==> src/hw/internal_param_map.vh <==
/*
 * Offsets, field positions, reset values and timing figures of the
 * internal-parameter measurement block.
 * Assumes a 125 MHz clock and a byte-addressed plain register port.
 */
`ifndef INTERNAL_PARAM_MAP_VH
`define INTERNAL_PARAM_MAP_VH

// ==========================================================
// Register offsets (byte addresses, one word each)
`define OFS_CMD 8'h00
`define OFS_CFGB 8'h04
`define OFS_STACK_SUM 8'h08
`define OFS_DIE_TEMP 8'h0C
`define OFS_ANALOG_SUPPLY 8'h10
`define OFS_DIGITAL_SUPPLY 8'h14
`define OFS_IRQ_STATUS 8'h18
`define OFS_IRQ_MASK 8'h1C

// ==========================================================
// Field positions
`define CMD_START_BIT 0
`define CMD_REDUNDANT_BIT 1
`define CMD_MODE_LSB 2
`define CMD_MODE_MSB 4
`define CMD_BUSY_BIT 0
`define CMD_STAGE_LSB 8
`define CMD_STAGE_MSB 10
`define CFGB_PS_LSB 0
`define CFGB_PS_MSB 1
`define CFGB_FORCE_BIT 2
`define IRQ_DONE_BIT 0
`define IRQ_FAULT_BIT 1

// ==========================================================
// Reset values
`define CFGB_RESET 3'h0
`define MODE_RESET 3'h0
`define IRQ_MASK_RESET 2'h0
`define RESULT_RESET 16'hFFFF

// ==========================================================
// Fault code layout
`define FAULT_UPPER 12'hFF0

// ==========================================================
// Timing: clock rate and milestone times in microseconds
`define CLK_MHZ 125
`define US_PER_TICK 1
`define TICK_CYCLES (`CLK_MHZ * `US_PER_TICK)
// Mode codes 0..7: 27kHz 14kHz 7kHz 3kHz 2kHz 1kHz 422Hz 26Hz
`define T1M_M0 18'd58
`define T2M_M0 18'd104
`define T3M_M0 18'd151
`define T4M_M0 18'd198
`define T4C_M0 18'd742
`define T1M_M1 18'd87
`define T2M_M1 18'd163
`define T3M_M1 18'd238
`define T4M_M1 18'd314
`define T4C_M1 18'd858
`define T1M_M2 18'd145
`define T2M_M2 18'd279
`define T3M_M2 18'd413
`define T4M_M2 18'd547
`define T4C_M2 18'd1556
`define T1M_M3 18'd261
`define T2M_M3 18'd512
`define T3M_M3 18'd762
`define T4M_M3 18'd1012
`define T4C_M3 18'd2022
`define T1M_M4 18'd494
`define T2M_M4 18'd977
`define T3M_M4 18'd1460
`define T4M_M4 18'd1943
`define T4C_M4 18'd2953
`define T1M_M5 18'd960
`define T2M_M5 18'd1908
`define T3M_M5 18'd2857
`define T4M_M5 18'd3805
`define T4C_M5 18'd4814
`define T1M_M6 18'd1890
`define T2M_M6 18'd3770
`define T3M_M6 18'd5649
`define T4M_M6 18'd7529
`define T4C_M6 18'd8538
`define T1M_M7 18'd29818
`define T2M_M7 18'd59624
`define T3M_M7 18'd89431
`define T4M_M7 18'd119238
`define T4C_M7 18'd134211

`endif

==> src/hw/internal_param_measure.v <==
/*
 * Internal-parameter measurement sequencer with digital redundancy
 * checking, behind a plain register port.
 * Assumes a 125 MHz clock, a modulator bit stream synchronous to clk,
 * and a master that never issues read and write strobes together.
 */
`timescale 1ns/100ps
`include "internal_param_map.vh"

module internal_param_measure
#(
	parameter TICK_CYCLES = `TICK_CYCLES,
	parameter NUM_ADC = 3
)
(
	input wire clk,
	input wire rst_b,
	input wire [7:0] addr,
	input wire [31:0] wdata,
	input wire wr,
	input wire rd,
	output reg [31:0] rdata,
	input wire [NUM_ADC-1:0] mod_bit,
	output wire busy,
	output wire irq
);

// ==========================================================
// Register map seen by the host
// 0x00 command: write bit 0 starts, bit 1 picks the redundant variant,
//      bits 4:2 the mode; read gives busy, variant, mode and stage 10:8
// 0x04 configuration: path select in bits 1:0, force fail in bit 2
// 0x08 0x0C 0x10 0x14: stack sum, die temperature, analog and digital
//      supply results, 16 bits each, upper half reads zero
// 0x18 interrupt status, done in bit 0, fault in bit 1, read clears
// 0x1C interrupt mask of the same layout
// Unmapped reads give zero and unmapped writes are dropped.
// A start written while busy is ignored without any sign, so software
// should poll busy or wait for the done interrupt first.

// ==========================================================
// State encoding
localparam ST_IDLE = 1'b0;
localparam ST_RUN = 1'b1;

// Sequencer state
reg state;
reg [2:0] stage;
reg [2:0] mode;
reg redundant;
// Host configuration
reg [1:0] path_select;
reg force_fail;
// Interrupts
reg [1:0] irq_status;
reg [1:0] irq_mask;
// Result registers
reg [15:0] stack_sum_result;
reg [15:0] die_temp_result;
reg [15:0] analog_supply_result;
reg [15:0] digital_supply_result;
// Timing
reg [15:0] tick_div;
reg tick;
reg [17:0] elapsed;
// Integrators and comparison
reg [15:0] primary_acc [0:NUM_ADC-1];
reg [15:0] redundant_acc;
reg [1:0] covered_adc;
reg check_on;
reg [17:0] milestone;
reg [15:0] primary_val;
reg [15:0] redundant_val;
reg [15:0] next_result;
wire [3:0] nibble_fault;
reg slot_end;
reg seq_end;
wire start;
wire stat_read;

assign start = wr && addr == `OFS_CMD && wdata[`CMD_START_BIT];
assign stat_read = rd && addr == `OFS_IRQ_STATUS;
assign busy = state;
assign irq = |(irq_status & irq_mask);

// ==========================================================
// Milestone lookup, in microseconds from the start
always @*
begin
	case ({mode, stage})
	6'h00: milestone = `T1M_M0;
	6'h01: milestone = `T2M_M0;
	6'h02: milestone = `T3M_M0;
	6'h03: milestone = `T4M_M0;
	6'h04: milestone = `T4C_M0;
	6'h08: milestone = `T1M_M1;
	6'h09: milestone = `T2M_M1;
	6'h0A: milestone = `T3M_M1;
	6'h0B: milestone = `T4M_M1;
	6'h0C: milestone = `T4C_M1;
	6'h10: milestone = `T1M_M2;
	6'h11: milestone = `T2M_M2;
	6'h12: milestone = `T3M_M2;
	6'h13: milestone = `T4M_M2;
	6'h14: milestone = `T4C_M2;
	6'h18: milestone = `T1M_M3;
	6'h19: milestone = `T2M_M3;
	6'h1A: milestone = `T3M_M3;
	6'h1B: milestone = `T4M_M3;
	6'h1C: milestone = `T4C_M3;
	6'h20: milestone = `T1M_M4;
	6'h21: milestone = `T2M_M4;
	6'h22: milestone = `T3M_M4;
	6'h23: milestone = `T4M_M4;
	6'h24: milestone = `T4C_M4;
	6'h28: milestone = `T1M_M5;
	6'h29: milestone = `T2M_M5;
	6'h2A: milestone = `T3M_M5;
	6'h2B: milestone = `T4M_M5;
	6'h2C: milestone = `T4C_M5;
	6'h30: milestone = `T1M_M6;
	6'h31: milestone = `T2M_M6;
	6'h32: milestone = `T3M_M6;
	6'h33: milestone = `T4M_M6;
	6'h34: milestone = `T4C_M6;
	6'h38: milestone = `T1M_M7;
	6'h39: milestone = `T2M_M7;
	6'h3A: milestone = `T3M_M7;
	6'h3B: milestone = `T4M_M7;
	6'h3C: milestone = `T4C_M7;
	default: milestone = 18'h3FFFF;
	endcase
end

// ==========================================================
// Microsecond tick divider
// Held at zero while idle so the first tick comes a full period later
always @(posedge clk or negedge rst_b)
begin
	if (!rst_b)
	begin
		tick_div <= 16'h0000;
		tick <= 1'b0;
	end
	else if (state == ST_IDLE || tick_div == TICK_CYCLES[15:0] - 16'h0001)
	begin
		tick_div <= 16'h0000;
		tick <= state == ST_RUN;
	end
	else
	begin
		tick_div <= tick_div + 16'h0001;
		tick <= 1'b0;
	end
end

// ==========================================================
// Slot and sequence end detection
// A slot ends on the tick that reaches its milestone, so the whole
// run lasts exactly the total time in ticks
always @*
begin
	slot_end = state == ST_RUN && tick && elapsed + 18'h00001 >= milestone;
	seq_end = slot_end && stage == 3'h4;
end

// ==========================================================
// Covered path: automatic for 0/1, internal parameters on ADC0
// Paths 2 and 3 give no redundant cover to internal parameters,
// so the check stays off there
always @*
begin
	covered_adc = 2'h0;
	check_on = redundant && !path_select[1];
end

// ==========================================================
// Primary machines, one per ADC, integrating their bit streams
// Cleared at start and at each slot end; saturate rather than wrap
genvar g;
generate
	for (g = 0; g < NUM_ADC; g = g + 1)
	begin : prim
		always @(posedge clk or negedge rst_b)
		begin
			if (!rst_b)
				primary_acc[g] <= 16'h0000;
			else if (start && state == ST_IDLE || slot_end)
				primary_acc[g] <= 16'h0000;
			else if (state == ST_RUN && mod_bit[g] &&
				primary_acc[g] != 16'hFFFF)
				primary_acc[g] <= primary_acc[g] + 16'h0001;
		end
	end
endgenerate

// ==========================================================
// Shared redundant machine, fed the covered path's stream
// Counts only while the check is on, so a plain run leaves it idle
always @(posedge clk or negedge rst_b)
begin
	if (!rst_b)
		redundant_acc <= 16'h0000;
	else if (start && state == ST_IDLE || slot_end)
		redundant_acc <= 16'h0000;
	else if (state == ST_RUN && check_on && mod_bit[covered_adc] &&
		redundant_acc != 16'hFFFF)
		redundant_acc <= redundant_acc + 16'h0001;
end

// ==========================================================
// Values compared at the end of each slot
always @*
begin
	primary_val = primary_acc[covered_adc];
	// Inverting gives a mismatch in every nibble whatever the counts
	redundant_val = force_fail ? ~redundant_acc : redundant_acc;
end

// ==========================================================
// Per-nibble mismatch flags, bit n covers result bits 4n+3..4n
generate
	for (g = 0; g < 4; g = g + 1)
	begin : nib
		assign nibble_fault[g] = primary_val[4*g+3 -: 4] !=
			redundant_val[4*g+3 -: 4];
	end
endgenerate

// ==========================================================
// Fault code substitution
always @*
begin
	// A code is written only when some nibble differs, so its low
	// four bits are never all zero
	if (check_on && |nibble_fault)
		next_result = {`FAULT_UPPER, nibble_fault};
	else
		next_result = primary_val;
end

// ==========================================================
// Sequencer: four slots then wait for the total time
// The stage stays at 4 after a run, showing that the tail finished
always @(posedge clk or negedge rst_b)
begin
	if (!rst_b)
	begin
		state <= ST_IDLE;
		stage <= 3'h0;
		elapsed <= 18'h00000;
		mode <= `MODE_RESET;
		redundant <= 1'b0;
	end
	else
	begin
		case (state)
		ST_IDLE:
		begin
			if (start)
			begin
				state <= ST_RUN;
				stage <= 3'h0;
				elapsed <= 18'h00000;
				mode <= wdata[`CMD_MODE_MSB:`CMD_MODE_LSB];
				redundant <= wdata[`CMD_REDUNDANT_BIT];
			end
		end
		ST_RUN:
		begin
			if (tick)
				elapsed <= elapsed + 18'h00001;
			if (seq_end)
				state <= ST_IDLE;
			else if (slot_end)
				stage <= stage + 3'h1;
		end
		default:
			state <= ST_IDLE;
		endcase
	end
end

// ==========================================================
// Result storage in status groups A and B
// Stage 4 is the tail up to the total time and stores nothing
always @(posedge clk or negedge rst_b)
begin
	if (!rst_b)
	begin
		stack_sum_result <= `RESULT_RESET;
		die_temp_result <= `RESULT_RESET;
		analog_supply_result <= `RESULT_RESET;
		digital_supply_result <= `RESULT_RESET;
	end
	else if (slot_end)
	begin
		case (stage)
		3'h0: stack_sum_result <= next_result;
		3'h1: die_temp_result <= next_result;
		3'h2: analog_supply_result <= next_result;
		3'h3: digital_supply_result <= next_result;
		default: ;
		endcase
	end
end

// ==========================================================
// Configuration and interrupt registers
always @(posedge clk or negedge rst_b)
begin
	if (!rst_b)
	begin
		// Path select and force fail share one reset value
		{force_fail, path_select} <= `CFGB_RESET;
		irq_mask <= `IRQ_MASK_RESET;
		irq_status <= 2'h0;
	end
	else
	begin
		if (wr && addr == `OFS_CFGB)
		begin
			path_select <= wdata[`CFGB_PS_MSB:`CFGB_PS_LSB];
			force_fail <= wdata[`CFGB_FORCE_BIT];
		end
		if (wr && addr == `OFS_IRQ_MASK)
			irq_mask <= wdata[1:0];
		// Set wins over the clear of a status read
		// Fault is flagged per faulted slot, never by the tail
		irq_status[`IRQ_DONE_BIT] <= seq_end ||
			irq_status[`IRQ_DONE_BIT] && !stat_read;
		irq_status[`IRQ_FAULT_BIT] <= slot_end && check_on &&
			stage != 3'h4 && |nibble_fault ||
			irq_status[`IRQ_FAULT_BIT] && !stat_read;
	end
end

// ==========================================================
// Read data, valid the cycle after the read strobe
// Zero when no read, so stale data never lingers on the bus
always @(posedge clk or negedge rst_b)
begin
	if (!rst_b)
		rdata <= 32'h00000000;
	else if (rd)
	begin
		case (addr)
		`OFS_CMD: rdata <= {21'h0, stage, 3'h0, mode,
			redundant, state};
		`OFS_CFGB: rdata <= {29'h0, force_fail, path_select};
		`OFS_STACK_SUM: rdata <= {16'h0, stack_sum_result};
		`OFS_DIE_TEMP: rdata <= {16'h0, die_temp_result};
		`OFS_ANALOG_SUPPLY: rdata <= {16'h0, analog_supply_result};
		`OFS_DIGITAL_SUPPLY: rdata <= {16'h0, digital_supply_result};
		`OFS_IRQ_STATUS: rdata <= {30'h0, irq_status};
		`OFS_IRQ_MASK: rdata <= {30'h0, irq_mask};
		default: rdata <= 32'h00000000;
		endcase
	end
	else
		rdata <= 32'h00000000;
end

endmodule // internal_param_measure

==> config.mk <==
export PLATFORM = sky130hd
export DESIGN_NAME = internal_param_measure
export DESIGN_NICKNAME = d
export VERILOG_FILES = /design/src/hw/internal_param_measure.v
export VERILOG_INCLUDE_DIRS = /design/src /design/src/hw
export SDC_FILE = /design/constraint.sdc
export NUM_CORES = 1
export LEC_CHECK = 0
export BUFFER_PORTS_ARGS = -buffer_cell sky130_fd_sc_hd__buf_4
export CORE_UTILIZATION = 27
export CTS_CLUSTER_DIAMETER = 40
export DETAILED_ROUTE_END_ITERATION = 16
export MAX_ROUTING_LAYER = met4
export SYNTH_ARGS = -nofsm -noshare
export SYNTH_HDL_FRONTEND = slang
export SYNTH_SLANG_ARGS = --single-unit
==> constraint.sdc <==
create_clock -name clk -period 5.3 [get_ports clk]
set_input_delay 0.265 -clock clk [delete_from_list [all_inputs] [get_ports clk]]
set_output_delay 0.265 -clock clk [all_outputs]
set_load 0.05 [all_outputs]
==> summary.md, run 1 <==
| Metric | Value |
|---|---|
| Outcome | `finished with violations` |
| Failing checks | `DRC, hold timing` |
| Fmax | `240 MHz` |
| Dpl hpwl | `16.2 mm` |
| Worst EP required | `5.66 ns` |
| RSZ-0062 raised after global routing | `false` |
| Syn_area_per_cell | `9.93 um2` |
| Worst Hold Class | `primary input to async pin` |
| Clk buf depth | `2` |
| Max Fanout on Critical Path | `32` |
| Worst VDD drop | `214 uV` |
| I/O Buffers | `35` |
| Wire per inst | `16.2 um` |
| Critical Path Source Type | `flop` |
| Die ar. | `0.0371 mm2` |
| Final setup vio count | `0` |
| 1st-iter DRT viols | `802` |
| Global route total overflow | `0` |
| Worst-skew pair later-pin latency | `0.44 ns` |
| Post-CTS Setup Repair Bufs | `0` |
| Leakage | `4.70 nW` |
| Initial Util | `0.275` |
| Core area | `0.0357 mm2` |
| Design area | `0.0112 mm2` |
| R2R depth | `13` |
| Final hold slack | `-0.0962 ns` |
| Post-route ant nets | `0` |
| CP Data Arrival Time | `4.52 ns` |
| Max Slew Vio Count | `0` |
| TritonCTS Buffers | `17` |
| Layout cells sized above 1 | `0.246` |
| FP Rows | `69` |
| Max-Cap Viols | `0` |
| Syn Inst Count | `987` |
| Via Count | `7507` |
| Fin crit period | `4.16 ns` |
| Initial antenna violation count | `4` |
| Die height | `193 um` |
| Post-CTS Hold Fix Bufs | `0` |
| Global-route wire length before repair | `39.3 mm` |
| Synthesis warning total | `0` |
| DR vias/cell | `5.06` |
| Chip Width | `193 um` |
| Power Dens Cells | `255 mW/mm2` |
| Routability cong. | `0.887` |
| Total wire length | `24.0 mm` |
| Clk sink count | `162` |
| Root Driver | `clkbuf_16` |
| Top cell type's share of synthesized area | `0.250` |
| Slew HR | `0.259` |
| Clock transition at path regs | `0.07 ns` |
| I/O Pins | `81` |
| Layout Area Growth over Synthesis | `13.8%` |
| Area contributors post-synth | `dfrtp_1 (25%), dfstp_2 (17%), mux2_4 (4.6%)` |
| Final hold vios | `17` |
| Fin nets | `1086` |
| Slew @ Worst Pin | `1.11 ns` |
| CTS tree | `done` |
| Synth area leader | `dfrtp_1` |
| Mapped Area | `0.00980 mm2` |
| Register area share after synthesis | `0.422` |
| H-tree depth | `4` |
| GRT Overall Usage | `0.139` |
| Fraction of registers with async set/reset | `1.00` |
| Synth Register Bits | `162` |
| Post-synth EDFFs | `0` |
| Setup TNS | `0 ns` |
| Via count of the first global-routing pass | `7174` |
| Placed instance area | `0.0105 mm2` |
| DRC viols | `4` |
| Distinct cells, synth | `73` |
| Drt pass-1 iters | `11` |
| Critical Path End Type | `flop` |
| Period utilisation layout | `0.785` |
| Dominant synthesized flop cell | `dfrtp_1` |
| Post-CTS Resized | `0` |
| Worst Clk Skew | `0.0122 ns` |
| Largest net degree at the start of global routing | `112` |
| Crit path kind | `flop to flop` |
| Filler cell count | `3623` |
metal layers:
layer  up-vias  share of wire  global-route usage
li1       3569              -                   -
met1      3719           0.49               0.193
met2       191           0.44               0.198
met3        28          0.054              0.0284
met4         0          0.016              0.0457
met5         -              0                   -
worst paths after layout:
path | start | to | slack [ns]
max | stage[2]$_DFFE_PN0P_ | redundant_acc[3]$_DFFE_PN0P_ | 1.14
min | rst_b | elapsed[17]$_DFFE_PN0P_ | -0.1
max reg2reg | stage[2]$_DFFE_PN0P_ | redundant_acc[3]$_DFFE_PN0P_ | 1.14
min reg2reg | elapsed[17]$_DFFE_PN0P_ | elapsed[17]$_DFFE_PN0P_ | 0.51
max in group asynchronous | rst_b | redundant_acc[15]$_DFFE_PN0P_ | 4.10
min in group clk | wdata[4] | mode[2]$_DFFE_PN0P_ | 0.04
kinds of logic after synthesis:
family                   synth area share
AO/OA/AOI/OAI                       0.163
AND/OR/NAND/NOR                     0.165
multiplexers                       0.0971
buffers and inverters              0.0467
other                            0.000383
adder cells (fa/ha/maj)            0.0408
flip-flops                          0.422
XOR/XNOR                           0.0661
placed cells by master, fill, tap and decap left out, drive strengths merged, types with 11 or more instances in the layout:
master  synthesis  final
nor3           21     21
nand2b         15     15
xnor2          25     25
dfstp          64     64
nand2          76     76
and2           14     14
nand4          22     22
a211oi         11     11
dfrtp          98     98
nand3          40     40
ha             32     32
a22oi          28     28
clkbuf         43     19
and3           16     16
a21oi          60     60
buf            27     56
inv            24     34
xor2           49     49
mux2           71     71
conb            1     16
nor2           96     96
o21ai          50     50
metrics by stage:
step	hold slack, ns	worst slack (ns)	cells	power (mW)	util
finish	-0.0962	1.14	1485	2.84	0.313
CTS	0.0130	1.13	1481	2.87	0.313
global route	0.0134	0.833	1485	2.96	0.313
floorplan	-0.0306	1.37	1002	1.52	-
detailed placement	0.490	1.15	1449	1.60	0.296
global placement	0.490	1.18	1449	1.59	0.296
Yosys cell counts (all sizes together), types with 3 or more instances:
master   instances
and2            14
a221oi           4
nor4             3
nand4           22
inv             24
nor2b            3
a22oi           28
nand3           40
o22ai            6
and4             8
nand2           76
dfrtp           98
a2111oi          5
o2bb2a           4
nor3            21
clkbuf          43
a31oi           10
o221ai           3
and3            16
or3              6
nor2            96
a222oi           6
ha              32
o311ai           4
or2              3
xnor2           25
a211oi          11
o21ai           50
dfstp           64
xor2            49
a22o             7
a21oi           60
a211o            3
nand2b          15
buf             27
o31ai            6
mux2i            4
mux2            71
o211ai           7
state kept, by name, summed over array words and instances (netlist names), 2 cells and up:
register	cells
analog_supply_result	16
die_temp_result	16
digital_supply_result	16
elapsed	18
irq_mask	2
irq_status	2
mode	3
path_select	2
primary_acc	16
rdata	16
redundant_acc	16
stack_sum_result	16
stage	3
tick_div	16
where the power goes:
| group | internal [mW] | switching (mW) |
|---|---|---|
| clock | 0.706 | 0.555 |
| combinational | 0.0934 | 0.177 |
| sequential | 1.26 | 0.0485 |
| total | 2.06 | 0.781 |
area by class of cell:
| class | count | area [um2] | area share |
|---|---|---|---|
| Sequential cell | 162 | 4130 | 0.371 |
| Clock buffer | 19 | 464 | 0.0416 |
| Inverter | 25 | 93.8 | 0.00841 |
| Clock inverter | 13 | 136 | 0.0122 |
| Timing Repair Buffer | 56 | 462 | 0.0414 |
| Tap cell | 461 | 577 | 0.0517 |
| Antenna cell | 4 | 10.0 | 0.000897 |
| Multi-Input combinational cell | 745 | 5280 | 0.473 |
worst max-delay path: stages (launching register included):
cell	delay, ns
dfrtp_1	0.72
inv_1	0.39
o31a_1	0.38
o21ai_0	0.20
o21ai_0	0.13
a21oi_1	0.26
ha_1	0.28
a21oi_1	0.14
o21ai_0	0.17
a221oi_4	0.64
buf_4	0.22
o211ai_1	0.09
buf_4	0.30
nor2_1	0.15
Note: power is estimated with default switching activity, not from simulation.
==> inputs of run 2 (changes only) <==
Clock period 5.3 ns to 3.55 ns, I/O delays scaled along.
==> run 2 against run 1 <==
  * The flow finishes with violations (DRC)
  * Clock power grew 44%
  * Maximum frequency grew 19%
  * Sequential share of layout area shrank 3.0 points
  * Largest cell class unchanged
  * Design area grew 9.0%
  * Die area is the same
  * Global-route usage grew 0.82 points
  * Hold slack gained 0.14 ns
  * Setup slack lost 1.1 ns
  * Cell count grew 4.8%
  * Wire length grew 6.6%
  * Largest power group unchanged
  * Critical path type unchanged
==> summary.md, run 2 (same netlist as run 1, synthesis figures left out) <==
| Metric | Value |
|---|---|
| Hold Path Depth | `2` |
| GRT Overall Usage | `0.147` |
| Die ar. | `0.0371 mm2` |
| Period utilisation layout | `0.987` |
| Via count of the first global-routing pass | `7805` |
| Largest register FFs | `18` |
| Largest net degree at the start of global routing | `78` |
| Worst Clk Skew | `0.0140 ns` |
| Routability cong. | `0.868` |
| Global route total overflow | `0` |
| Filler cell count | `3561` |
| Global-route wire length before repair | `41.8 mm` |
| Wire per inst | `16.5 um` |
| Total wire length | `25.6 mm` |
| Critical Path Source Type | `flop` |
| Sw Ratio | `0.277` |
| Power Dens Cells | `344 mW/mm2` |
| CTS tree | `done` |
| Commonest cells after routing, fill and taps aside | `buf_4 (105), dfrtp_1 (94), nor2_1 (90), nand2_1 (73), dfstp_2 (64)` |
| Final hold slack | `0.0456 ns` |
| 1st-iter DRT viols | `661` |
| Slowest cell on the critical path | `dfrtp_2` |
| Min-Delay Endpoint | `irq_mask[0]$_DFFE_PN0P_` |
| Leakage | `5.13 nW` |
| Max-Cap Viols | `0` |
| Top delay family on crit path | `compound AO/OA/AOI/OAI gates` |
| Fin util | `0.341` |
| Critical Path End Type | `flop` |
| TritonCTS Buffers | `17` |
| Fin crit period | `3.50 ns` |
| Drt pass-1 iters | `11` |
| CP peak stage delay | `0.44 ns` |
| I/O Pins | `81` |
| Final hold vios | `0` |
| Clk pwr share | `0.432` |
| DR vias/cell | `5.02` |
| Chip Width | `193 um` |
| Fmax | `285 MHz` |
| Worst path bufs/invs | `4` |
| CP Data Arrival Time | `3.87 ns` |
| Worst Hold Class | `primary input to flop` |
| Initial antenna violation count | `2` |
| Met1 usage in global routing | `0.193` |
| Layout cells sized above 1 | `0.329` |
| Max Slew Vio Count | `0` |
| Via Count | `7810` |
| Crit path kind | `flop to flop` |
| R2R depth | `16` |
| Worst-skew pair later-pin latency | `0.44 ns` |
| Biggest register | `elapsed` |
| Worst Setup SP | `stage[1]$_DFFE_PN0P_` |
| Dpl hpwl | `17.1 mm` |
| Max Fanout on Critical Path | `16` |
| Clk sink count | `162` |
| RSZ-0062 raised after global routing | `true` |
| Worst EP required | `3.91 ns` |
| Root Driver | `clkbuf_16` |
| Flop-to-flop setup slack | `0.05 ns` |
| Fin nets | `1160` |
| Core area | `0.0357 mm2` |
| Worst reg2reg startpoint | `stage[1]$_DFFE_PN0P_` |
| Failing checks | `DRC` |
| Clock transition at path regs | `0.07 ns` |
| P_sw | `1.16 mW` |
| Met3 usage in global routing | `0.0269` |
| Layout Area Growth over Synthesis | `24.1%` |
| Reg2reg end | `digital_supply_result[1]$_DFFE_PN1P_` |
| CP Cell Sequence | `buf_8 -> buf_4 -> ha_1 -> nand2b_4 -> a21oi_1 -> o221ai_1 -> o21a_1 -> ha_1 -> nand2b_4 -> a211oi_2 -> o31ai_4 -> o21ai_4 -> buf_4 -> a211oi_4 -> buf_12 -> mux2_2` |
| H-tree depth | `4` |
| Hold Path Origin | `wdata[0]` |
| Final setup vio count | `0` |
| Worst VDD drop | `337 uV` |
| Internal power component | `3.03 mW` |
| Seq pwr share | `0.469` |
| Initial Util | `0.275` |
| Slew @ Worst Pin | `0.938 ns` |
| Leading cell type in the layout, fill and taps excluded | `buf_4` |
| Die height | `193 um` |
| Clk buf depth | `2` |
| Met2 Use GR | `0.224` |
| Outcome | `finished with violations` |
| DRC viols | `8` |
| Slew HR | `0.373` |
| Post-route ant nets | `0` |
| Logic pwr share | `0.099` |
| FP Rows | `69` |
| Global route hottest layer | `met2` |
| I/O Buffers | `35` |
run 2: cell types whose count changed in the layout (fill, tap and decap cells not counted), moves of 8 or more:
cell     before  now
mux2_2       39   15
buf_12        3   11
mux2_4       30   54
o21ai_0      45   37
buf_4        52  105
run 2: worst max-delay path by stage:
stage	slack [ns]	depth (start not counted)	endpoint
4_1_cts	-0.05	14	analog_supply_result[15]$_DFFE_PN1P_
2_1_floorplan	0.002	14	analog_supply_result[10]$_DFFE_PN1P_
3_5_place_dp	-0.09	16	die_temp_result[15]$_DFFE_PN1P_
3_3_place_gp	-0.07	16	die_temp_result[15]$_DFFE_PN1P_
5_1_grt	-0.09	17	analog_supply_result[9]$_DFFE_PN1P_
6_report	0.05	16	digital_supply_result[1]$_DFFE_PN1P_
run 2: final cells by class:
| type | count | area (um2) | area share |
|---|---|---|---|
| diodes | 2 | 5.00 | 0.000412 |
| flip-flops and latches | 162 | 4140 | 0.340 |
| well taps | 461 | 577 | 0.0474 |
| inverters | 25 | 105 | 0.00864 |
| clock buffers | 21 | 482 | 0.0396 |
| clock inverters | 11 | 90.1 | 0.00741 |
| multi-input cells | 745 | 5530 | 0.455 |
| repair buffers | 130 | 1230 | 0.101 |
run 2: repair_timing:
item / CTS / global route
hold buffers: 5 / 0
buffers inserted: 12 / 6
setup endpoints to repair: 67 / 83
pin swaps: 27 / 19
endpoints found under the hold margin: 48 / 0
cloned: 3 / 1
gates resized for setup: 42 / 40
run 2: metal layers:
metal	up-vias	share of wire
li1	3714	-
met1	3884	0.48
met2	174	0.46
met4	0	0.021
met5	-	0
met3	38	0.043
run 2: power by group through the flow:
stage	Combinational, mW	Sequential, mW	Clock (mW)
floorplan	0.307	1.95	0
global placement	0.387	1.99	0
detailed placement	0.400	1.99	0
CTS	0.410	1.96	1.84
global route	0.466	1.97	1.91
finish	0.416	1.96	1.81
run 2: stage by stage:
step / total power, mW / instances / TNS [ns] / setup slack, ns / cell area, um2
4_1_cts: 4.21 / 1549 / -0.686 / -0.0526 / 12000
3_3_place_gp: 2.37 / 1497 / -1.78 / -0.0654 / 11000
3_5_place_dp: 2.39 / 1497 / -2.83 / -0.0868 / 11000
6_report: 4.18 / 1557 / 0 / 0.0458 / 12200
5_1_grt: 4.34 / 1557 / -2.84 / -0.0860 / 12200
2_1_floorplan: 2.26 / 1002 / 0 / 0.00197 / 9900
